$ cat config.mk
export PLATFORM = sky130hd
export DESIGN_NAME = gsc_top
export DESIGN_NICKNAME = d
export VERILOG_FILES = /design/src/rtl/gsc_pkg.sv /design/src/rtl/gsc_link_if.sv /design/src/rtl/gsc_sequencer.sv /design/src/rtl/gsc_top.sv
export SDC_FILE = /design/constraint.sdc
export NUM_CORES = 1
export LEC_CHECK = 0
export ABC_CLOCK_PERIOD_IN_PS = 1700
export BUFFER_PORTS_ARGS = -buffer_cell sky130_fd_sc_hd__buf_2
export CAP_MARGIN = 40
export CORE_MARGIN = 2
export CORE_UTILIZATION = 36
export DETAILED_ROUTE_END_ITERATION = 6
export PLACE_DENSITY = 0.57
export SLEW_MARGIN = 20
export SYNTH_ARGS = -nofsm -noshare
export SYNTH_HDL_FRONTEND = slang
export SYNTH_SLANG_ARGS = --single-unit
$ cat constraint.sdc
create_clock -name i_clk -period 1.7 [get_ports i_clk]
set_clock_uncertainty 0.1 [all_clocks]
set_input_delay 0.34 -clock i_clk [delete_from_list [all_inputs] [get_ports i_clk]]
set_output_delay 0.34 -clock i_clk [all_outputs]
set_load 0.1 [all_outputs]
$ cat src/rtl/gsc_pkg.sv
// Purpose: Shared constants and types for the gateway control and status word block.
// Assumes: Byte-wide process-data access from the fieldbus side, one clock domain.
// Notes: Words are held most significant byte first at the even byte address.
package gsc_pkg;

  localparam int ADDR_W = 10;

  // Byte addresses of the two words in the process-data areas.
  localparam logic [9:0] STATUS_HI_ADDR = 10'h000;
  localparam logic [9:0] STATUS_LO_ADDR = 10'h001;
  localparam logic [9:0] CTRL_HI_ADDR = 10'h200;
  localparam logic [9:0] CTRL_LO_ADDR = 10'h201;

  // Status word field positions.
  localparam int ST_SEND_BIT = 15;
  localparam int ST_CONFIRM_BIT = 14;
  localparam int ST_DV_BIT = 13;
  localparam int ST_CODE_MSB = 12;
  localparam int ST_CODE_LSB = 8;

  // Control word field positions.
  localparam int CT_CONFIRM_BIT = 15;
  localparam int CT_SEND_BIT = 14;
  localparam int CT_DV_BIT = 13;

  // Reset values.
  localparam logic [4:0] CODE_NO_ERROR = 5'h1f;
  localparam logic [7:0] STATUS_DATA_RESET = 8'h00;
  localparam logic [15:0] CTRL_RESET = 16'h0000;
  localparam logic [7:0] BYTE_ZERO = 8'h00;

  // Fieldbus participation sequence.
  typedef enum logic [1:0] {
    GSC_OFFLINE = 2'b00,
    GSC_ONLINE_WAIT = 2'b01,
    GSC_EXCHANGE = 2'b10
  } gsc_state_t;

endpackage

$ cat src/rtl/gsc_link_if.sv
// Purpose: Carries the participation state between the register bank and its sequencer.
// Assumes: Both ends run on the same clock.
// Notes: The register bank owns configuration and the control-word valid bit.
`timescale 1ns/1ps
interface gsc_link_if;
  logic online;
  gsc_pkg::gsc_state_t state;
  logic words_en;
  logic startup_lock;
  logic ctrl_dv;

  modport seq (output online, output state, input words_en, input startup_lock, input ctrl_dv);
  modport regs (input online, input state, output words_en, output startup_lock, output ctrl_dv);
endinterface

$ cat src/rtl/gsc_sequencer.sv
// Purpose: Synchronises the fieldbus online level and runs the participation sequence.
// Assumes: The online pin is asynchronous to i_clk.
// Notes: A change of online counts only once the second and third stages agree.
`timescale 1ns/1ps
module gsc_sequencer (
  input wire logic i_clk,
  input wire logic i_rstn,
  input wire logic i_fb_online,
  gsc_link_if.seq lnk
);

  logic sync1;
  logic sync2;
  logic sync3;
  logic online;
  gsc_pkg::gsc_state_t state;
  gsc_pkg::gsc_state_t next_state;
  wire lock_active = lnk.words_en && lnk.startup_lock;
  wire may_start = !lock_active || lnk.ctrl_dv;

  // Three-stage synchroniser; the first stage feeds only the second.
  always_ff @(posedge i_clk or negedge i_rstn) begin
    if (!i_rstn) begin
      sync1 <= 1'b0;
      sync2 <= 1'b0;
      sync3 <= 1'b0;
      online <= 1'b0;
    end else begin
      sync1 <= i_fb_online;
      sync2 <= sync1;
      sync3 <= sync2;
      if (sync2 == sync3) begin
        online <= sync2;
      end
    end
  end

  // Going offline from either online state always restarts the sequence.
  always_comb begin
    next_state = state;
    unique case (state)
      gsc_pkg::GSC_OFFLINE: begin
        if (online) next_state = gsc_pkg::GSC_ONLINE_WAIT;
      end
      gsc_pkg::GSC_ONLINE_WAIT: begin
        if (!online) next_state = gsc_pkg::GSC_OFFLINE;
        else if (may_start) next_state = gsc_pkg::GSC_EXCHANGE;
      end
      gsc_pkg::GSC_EXCHANGE: begin
        if (!online) next_state = gsc_pkg::GSC_OFFLINE;
      end
      default: next_state = gsc_pkg::GSC_OFFLINE;
    endcase
  end

  always_ff @(posedge i_clk or negedge i_rstn) begin
    if (!i_rstn) state <= gsc_pkg::GSC_OFFLINE;
    else state <= next_state;
  end

  assign lnk.online = online;
  assign lnk.state = state;
endmodule

$ cat src/rtl/gsc_top.sv
// Purpose: Control and status word bank of a serial-to-fieldbus gateway.
// Assumes: The fieldbus side reads and writes process data one byte per cycle.
// Notes: Reads answer one cycle after the strobe; other addresses read zero here.
//
// Overview of operation
// Both words stay disabled by default and appear only when configuration enables them.
// Status word sits at input bytes 0-1, control word at output bytes 0x200-0x201.
// Each word is held most significant byte first.
// Enabled with start-up lock, exchange waits for control-word data-valid.
// Disabled or no lock, exchange starts as soon as the fieldbus is online.
// Control system clears its valid bit offline and writes initial outputs.
// Control system sets its valid bit after gateway's bit clears, then exchanges.
// Going offline from any online state restarts the handshake.
// The gateway never clears the status data-valid bit on its own.
// Control system should not wait for status data-valid before talking to nodes.
// Status data-valid is set only after every transaction has completed.
// Status bit 13 is set once all transactions succeeded at least once.
// Status bits 12 to 8 carry the last status code; 0x1f means no error.
// Status bits 15 and 14 carry the send and confirm handshake flags.
`timescale 1ns/1ps
module gsc_top (
  input wire logic i_clk,
  input wire logic i_rstn,
  input wire logic i_words_en,
  input wire logic i_startup_lock,
  input wire logic i_fb_online,
  input wire logic [9:0] i_fb_addr,
  input wire logic i_fb_rd,
  input wire logic i_fb_wr,
  input wire logic [7:0] i_fb_wdata,
  input wire logic i_all_txn_done,
  input wire logic i_report_valid,
  input wire logic [4:0] i_report_code,
  input wire logic [7:0] i_report_data,
  output logic o_report_ready,
  output logic [7:0] o_fb_rdata,
  output logic o_exchange_en,
  output logic [15:0] o_ctrl_word,
  output logic o_status_dv
);

  gsc_link_if lnk ();

  gsc_sequencer u_seq (
    .i_clk(i_clk),
    .i_rstn(i_rstn),
    .i_fb_online(i_fb_online),
    .lnk(lnk)
  );

  logic [15:0] ctrl;
  logic status_send;
  logic status_dv;
  logic [4:0] status_code;
  logic [7:0] status_data;
  logic online_d;

  // Lane decode shared by all four byte addresses; a disabled word never matches.
  function automatic logic addr_hit(input logic en, input logic [9:0] addr, input logic [9:0] lane);
    return en && (addr == lane);
  endfunction

  // Address decode; the words only exist while configuration enables them.
  wire hit_st_hi = addr_hit(i_words_en, i_fb_addr, gsc_pkg::STATUS_HI_ADDR);
  wire hit_st_lo = addr_hit(i_words_en, i_fb_addr, gsc_pkg::STATUS_LO_ADDR);
  wire hit_ct_hi = addr_hit(i_words_en, i_fb_addr, gsc_pkg::CTRL_HI_ADDR);
  wire hit_ct_lo = addr_hit(i_words_en, i_fb_addr, gsc_pkg::CTRL_LO_ADDR);

  // Assembled status word: send, confirm, valid, code, data.
  wire status_confirm = ctrl[gsc_pkg::CT_SEND_BIT];
  wire [15:0] status_word = {status_send, status_confirm, status_dv, status_code, status_data};

  // Most significant byte answers at the even address.
  wire [7:0] read_byte = hit_st_hi ? status_word[15:8] :
                         hit_st_lo ? status_word[7:0] :
                         hit_ct_hi ? ctrl[15:8] :
                         hit_ct_lo ? ctrl[7:0] : gsc_pkg::BYTE_ZERO;

  // Control word writes; it is cleared while disabled so a stale valid bit cannot unlock.
  wire [15:0] next_ctrl = !i_words_en ? gsc_pkg::CTRL_RESET :
                          (i_fb_wr && hit_ct_hi) ? {i_fb_wdata, ctrl[7:0]} :
                          (i_fb_wr && hit_ct_lo) ? {ctrl[15:8], i_fb_wdata} : ctrl;

  // A new report is taken only once the previous one has been confirmed.
  wire report_take = i_report_valid && o_report_ready;
  wire next_send = report_take ? !status_send : status_send;
  wire next_ready = (next_send == next_ctrl[gsc_pkg::CT_CONFIRM_BIT]);

  // Valid bit: set only in exchange after all transactions; cleared only by the offline
  // restart, never spontaneously. A set in the same cycle wins.
  wire went_offline = online_d && !lnk.online;
  wire dv_set = (lnk.state == gsc_pkg::GSC_EXCHANGE) && i_all_txn_done;
  wire next_dv = dv_set ? 1'b1 : (went_offline ? 1'b0 : status_dv);

  wire next_exchange = (lnk.state == gsc_pkg::GSC_EXCHANGE) && lnk.online;

  assign lnk.words_en = i_words_en;
  assign lnk.startup_lock = i_startup_lock;
  assign lnk.ctrl_dv = ctrl[gsc_pkg::CT_DV_BIT];

  // Control word and handshake flags.
  always_ff @(posedge i_clk or negedge i_rstn) begin
    if (!i_rstn) begin
      ctrl <= gsc_pkg::CTRL_RESET;
      status_send <= 1'b0;
      o_report_ready <= 1'b1;
    end else begin
      ctrl <= next_ctrl;
      status_send <= next_send;
      o_report_ready <= next_ready;
    end
  end

  // Status code and data hold the last report until the next one.
  always_ff @(posedge i_clk or negedge i_rstn) begin
    if (!i_rstn) begin
      status_code <= gsc_pkg::CODE_NO_ERROR;
      status_data <= gsc_pkg::STATUS_DATA_RESET;
    end else if (report_take) begin
      status_code <= i_report_code;
      status_data <= i_report_data;
    end
  end

  // Valid bit and online history.
  always_ff @(posedge i_clk or negedge i_rstn) begin
    if (!i_rstn) begin
      status_dv <= 1'b0;
      online_d <= 1'b0;
    end else begin
      status_dv <= next_dv;
      online_d <= lnk.online;
    end
  end

  // Registered outputs; read data holds between reads.
  always_ff @(posedge i_clk or negedge i_rstn) begin
    if (!i_rstn) begin
      o_fb_rdata <= gsc_pkg::BYTE_ZERO;
      o_exchange_en <= 1'b0;
      o_ctrl_word <= gsc_pkg::CTRL_RESET;
      o_status_dv <= 1'b0;
    end else begin
      if (i_fb_rd) o_fb_rdata <= read_byte;
      o_exchange_en <= next_exchange;
      o_ctrl_word <= next_ctrl;
      o_status_dv <= next_dv;
    end
  end
endmodule

### After elaboration in Yosys (flattened, before gate mapping)

Index checks and enable logic that the tools add are counted.

| word-level totals | value |
|---|---|
| register bits | 48 |
| bits of input ports | 40 |
| output and inout bits | 27 |
| word-level logic and storage cells | 64 |

| operators by class | value |
|---|---|
| equal/unequal tests | 13 |
| muxes and demuxes | 15 |
| reductions and logical operators | 20 |

Operator list:

| kind | count |
|---|---|
| $mux W8 | 5 |
| $mux W16 | 2 |
| $eq A10 B10 Y1 const B | 2 |
| $logic_and A1 B1 Y1 | 11 |
| $eq A10 B1 Y1 const B | 1 |
| $logic_not A10 Y1 | 1 |
| $mux W2 | 4 |
| $ne A2 B1 Y1 const B | 3 |
| $pmux W2 S3 | 1 |
| $ne A2 B2 Y1 const B | 2 |
| $logic_not A1 Y1 | 3 |
| $mux W1 | 3 |
| $ne A3 B3 Y1 const B | 1 |
| $reduce_and A3 Y1 | 1 |
| $eq A1 B1 Y1 | 2 |
| $eq A2 B1 Y1 const B | 1 |
| $eq A2 B2 Y1 const B | 1 |
| $logic_not A2 Y1 | 1 |
| $reduce_and A2 Y1 | 1 |
| $reduce_bool A2 Y1 | 1 |
| $logic_or A1 B1 Y1 | 1 |

### Depth between registers and ports, before layout

| logic depth | value |
|---|---|
| depth in word-level cells | 7 |
| mapped depth | 6 |
| mapped depth without buffers | 4 |

### By module

A second synthesis with hierarchy kept.

| second synthesis, totals | value |
|---|---|
| cell total of the unflattened synthesis | 173 |
| area total of the unflattened synthesis | 2082.0 um^2 |

Modules (own cells, without submodules):

| module | times used | cells an instance | area an instance (um^2) | sequential area each (um^2) |
|---|---|---|---|---|
| gsc_top | 1 | 160 | 1878.1 | 1058.5 |
| gsc_sequencer | 1 | 13 | 203.9 | 150.1 |

### Worst setup path after synthesis

OpenSTA, ideal clock, no wires.

| timing | value |
|---|---|
| path kind | in2reg |
| start point | input i_words_en |
| end point | register o_report_ready |
| setup time | 0.086 ns |
| arrival time | 1.797 ns |
| required time | 1.514 ns |
| setup slack | -0.283 ns |
| stages on the path | 5 |
| path buffers | 1 |
| cell sequence | buf_4 > or4b_4 > nor4_4 > mux2_4 > xor2_1 |

| on the way | value |
|---|---|
| longest elaborated chain between the ends | 5 |

Ends and longest elaborated chain:

| what | RTL line | RTL |
|---|---|---|
| from (decl) | gsc_top.sv:24 | `input wire logic i_words_en,` |
| $logic_and A1 B1 Y1 | gsc_top.sv:60 | `return en && (addr == lane);` |
| $logic_and A1 B1 Y1 | gsc_top.sv:81 | `(i_fb_wr && hit_ct_hi) ? {i_fb_wdata, ctrl[7:0]} :` |
| $mux W16 | gsc_top.sv:81 |  |
| $mux W16 (*) | gsc_top.sv:80 | `wire [15:0] next_ctrl = !i_words_en ? gsc_pkg::CTRL_RESET :` |
| $eq A1 B1 Y1 (*) | gsc_top.sv:87 | `wire next_ready = (next_send == next_ctrl[gsc_pkg::CT_CONFIRM_BIT]);` |
| via next_ready | gsc_top.sv:87 |  |
| to (signal assigned) | gsc_top.sv:110 | `o_report_ready <= next_ready;` |
| to (decl) | gsc_top.sv:35 | `output logic o_report_ready,` |

The timed path passes the listed nets; every way through them passes the cells marked *. The select of a mux whose other input is x is not followed.
A chain may end at the register's enable or synchronous reset.

### Worst setup path in the final report

| timing | value |
|---|---|
| start point | input i_fb_addr[1] |
| end point | register o_report_ready |

| on the way | value |
|---|---|
| longest elaborated chain between the ends | 6 |

Ends and longest elaborated chain:

| what | RTL line | RTL |
|---|---|---|
| from (decl) | gsc_top.sv:27 | `input wire logic [9:0] i_fb_addr,` |
| $eq A10 B10 Y1 | gsc_top.sv:60 |  |
| $logic_and A1 B1 Y1 | gsc_top.sv:60 |  |
| $logic_and A1 B1 Y1 | gsc_top.sv:81 |  |
| $mux W16 | gsc_top.sv:81 |  |
| $mux W16 | gsc_top.sv:80 |  |
| $eq A1 B1 Y1 | gsc_top.sv:87 |  |
| via next_ready | gsc_top.sv:87 |  |

The timed path passes the listed nets, and every way through them passes these cells. The select of a mux whose other input is x is not followed.

==> summary.txt <==
Floorplanning
  – Die width: 80.0 um
  – Core area: 0.00554 sq mm
  – Die area: 0.00640 sq mm
  – Die Y: 80.0 um
  – Rows: 27
  – I/O pins: 67
  – Initial core utilization: 0.375

STA
  – Final hold violation count: 0
  – Setup Total Neg Slack: 0 ns
  – Fmax: 606 MHz
  – Least-Margin Pin Slew: 0.496 ns
  – Final min period: 1.65 ns
  – Slew margin rel.: 0.672
  – Unrepaired setup endpoints after global routing: no
  – Fin crit share: 0.971
  – Endpoints failing setup: 0
  – Final slew viol count: 0

Drt
  – DRT iter0 DRCs: 43
  – DR vias: 1534
  – DRC Markers: 0
  – Router iterations before antenna repair: 4
  – Vias per inst: 4.76
  – DRT antenna net count: 0
  – Drt total wl: 4660 um
  – Avg WL per Cell: 14.5 um

Yosys
  – Post-synthesis sequential area ratio: 0.582
  – Mapped Area: 0.00208 sq mm
  – Library cells used by synthesis: 30
  – Share of the synthesized area in the top cell type: 0.506
  – Flops & latches, synth: 48
  – Synth warnings: 0
  – Syn_nets: 212
  – Mean area per synthesized cell: 12.1 sq um
  – Yosys top cell by area: dfrtp_1
  – Synth area leaders: dfrtp_1 (51%), dfstp_2 (7.6%), mux4_2 (7.6%)
  – Synth Instances: 172

Placement
  – I/O Buffers: 66
  – HPWL Detailed: 3500 um
  – RD Place Congestion: 0.738
  – Placed Cells: 313

Power
  – Gate power share: 0.239
  – PwrDens: 1140 mW/mm^2
  – Leak: 1.30 nW
  – Power share of the clock group: 0.266
  – Internal power: 2.22 mW
  – Sw Pwr: 858 uW
  – Flop pwr share: 0.495
  – VDD IR max: 0.476 mV
  – Switching share of power: 0.279

Setup path
  – Critical Path Source Type: primary input
  – Kind of critical path: in -> reg
  – Crit path capture type: flop
  – CP arrival: 1.78 ns
  – Crit path buffers/inverters: 1
  – Crit-path max FO: 2
  – Crit-path max cell delay: 0.54 ns
  – CP max-delay cell: or4b_4
  – Critical path's top delay family: simple AND/OR/NAND/NOR gates
  – WP data required: 1.83 ns
  – Critical Path, Cell by Cell: buf_2, or4b_4, nor4_4, mux2_4, xor2_1

Clock tree
  – Sink Count: 48
  – CTS root buffer: clkbuf_8
  – TritonCTS clock tree: built
  – CTS H-Tree Depth: 2
  – CTS Buf Count: 5
  – Post-CTS Setup Repair Bufs: 0
  – CTS max path bufs: 2
  – Clock transition at the registers of the reported paths: 0.09 ns
  – Clock insertion delay at the later pin of the skew report: 0.30 ns

Run status
  – Status: complete, no violations

Global routing
  – Vias in the first global route: 1472
  – Initial antenna violation count: 0
  – Largest net degree at the start of global routing: 49
  – Grt ovf: 0
  – Global-route wire length before repair: 7430 um
  – Total track usage: 0.154

Finish
  – Final non-filler cell total: 322
  – Most common cell after layout, fill and taps aside: buf_2
  – FF/Latch Area: 0.00121 sq mm
  – Layout Nets: 289
  – Area Overhead vs Synth: 30.3%
  – Fill count: 525
  – Footprint of the multi-input gates: 798 sq um
  – Core Util, Final: 0.489
  – Antenna cells: 0
  – Most frequent cells in the layout: buf_2 (65), dfrtp_1 (42), nand2_1 (33), o21ai_0 (21), mux2_2 (13)
  – Share of layout cells above drive strength 1: 0.468

Worst hold path
  – Hold Crit Class: in -> reg

Job
  – Max-cap viol count: 0
stage by stage:
stage	worst slack (ns)	total power [mW]	hold WS (ns)	area (sq um)
finish	0.0490	3.08	0.0372	2710
global route	0.00752	3.24	0.0242	2710
CTS	0.0484	3.11	0.0300	2700
detailed placement	-0.277	2.29	0.240	2580
global placement	-0.256	2.28	0.236	2580
floorplan	-0.265	2.03	-0.0556	2100
worst paths after layout:
| check | start | to | slack (ns) | cells past startpoint |
|---|---|---|---|---|
| hold / removal | i_fb_online | u_seq.sync1 | 0.04 | 1 |
| hold reg to reg | u_seq.sync1 | u_seq.sync2 | 0.26 | 0 |
| setup / recovery | i_fb_addr[1] | o_report_ready | 0.05 | 5 |
| max in group asynchronous | i_rstn | status_code[2] | 0.76 | 3 |
| min in group asynchronous | i_rstn | o_fb_rdata[5] | 0.46 | 3 |
| setup reg to reg | o_report_ready | status_data[3] | 0.24 | 3 |
worst reg2reg max path, stage by stage, from the launching register on:
cell and delay (ns):
dfstp_4 0.65, nand2_1 0.12, buf_4 0.21, mux2_2 0.28
per-layer routing:
layer / up-vias / part of all wire / GRT usage
met4: 0 / 0.0099 / 0.0441
met3: 5 / 0.059 / 0.0407
met1: 736 / 0.46 / 0.212
met5: - / 0 / 0
li1: 743 / - / -
met2: 50 / 0.47 / 0.239
cells by family (layout without fill, tap and decap cells):
kind of cell | after synthesis | in the layout | synth area share
and+or+nand+nor | 53 | 53 | 0.138
DFF | 48 | 48 | 0.582
xor gates and xnor gates | 2 | 2 | 0.00843
AOI/OAI and AO/OA | 27 | 27 | 0.0698
muxes | 22 | 22 | 0.158
buffers and inverters | 19 | 97 | 0.0391
adders and majority gates | 1 | 1 | 0.00482
power groups by stage:
stage	sequential [mW]	clock [mW]	combinational, mW
2_1_floorplan	1.66	0	0.373
6_report	1.52	0.821	0.735
3_5_place_dp	1.55	0	0.745
5_1_grt	1.55	0.906	0.782
3_3_place_gp	1.54	0	0.734
4_1_cts	1.53	0.840	0.746
sequential cells by signal, summed over array words and instances (netlist names):
register and flops:
ctrl 16, o_fb_rdata 8, status_data 8, status_code 5
u_seq.lnk.state 2, o_exchange_en 1, o_report_ready 1, online_d 1
status_dv 1, status_send 1, u_seq.lnk.online 1, u_seq.sync1 1
u_seq.sync2 1, u_seq.sync3 1
area by class of cell:
type | instances | share of cell area
clock inverters | 2 | 0.0129
flip-flops and latches | 48 | 0.448
multi-input cells | 105 | 0.295
clock buffers | 6 | 0.0268
repair buffers | 79 | 0.171
inverters | 10 | 0.0139
well taps | 72 | 0.0333
what timing repair did:
item	CTS	global route
setup endpoints to repair	0	4
endpoints found under the hold margin	42	0
gates resized for setup	0	2
hold buffers	1	0
synthesized netlist by cell type, drive strengths merged:
library cell / n
or4b: 1
xnor2: 1
o2111ai: 1
nand3b: 2
a21oi: 1
nor4: 2
a22o: 1
nor3: 1
dfrtp: 42
and2: 1
and3b: 1
buf: 5
xor2: 1
mux2i: 1
mux4: 7
dfstp: 6
inv: 10
maj3: 1
o21a: 1
clkbuf: 4
nand3: 8
or4: 1
o21ai: 23
mux2: 14
nand2b: 2
nand2: 33
nor2b: 1
Power figures use the tool's default switching activity.
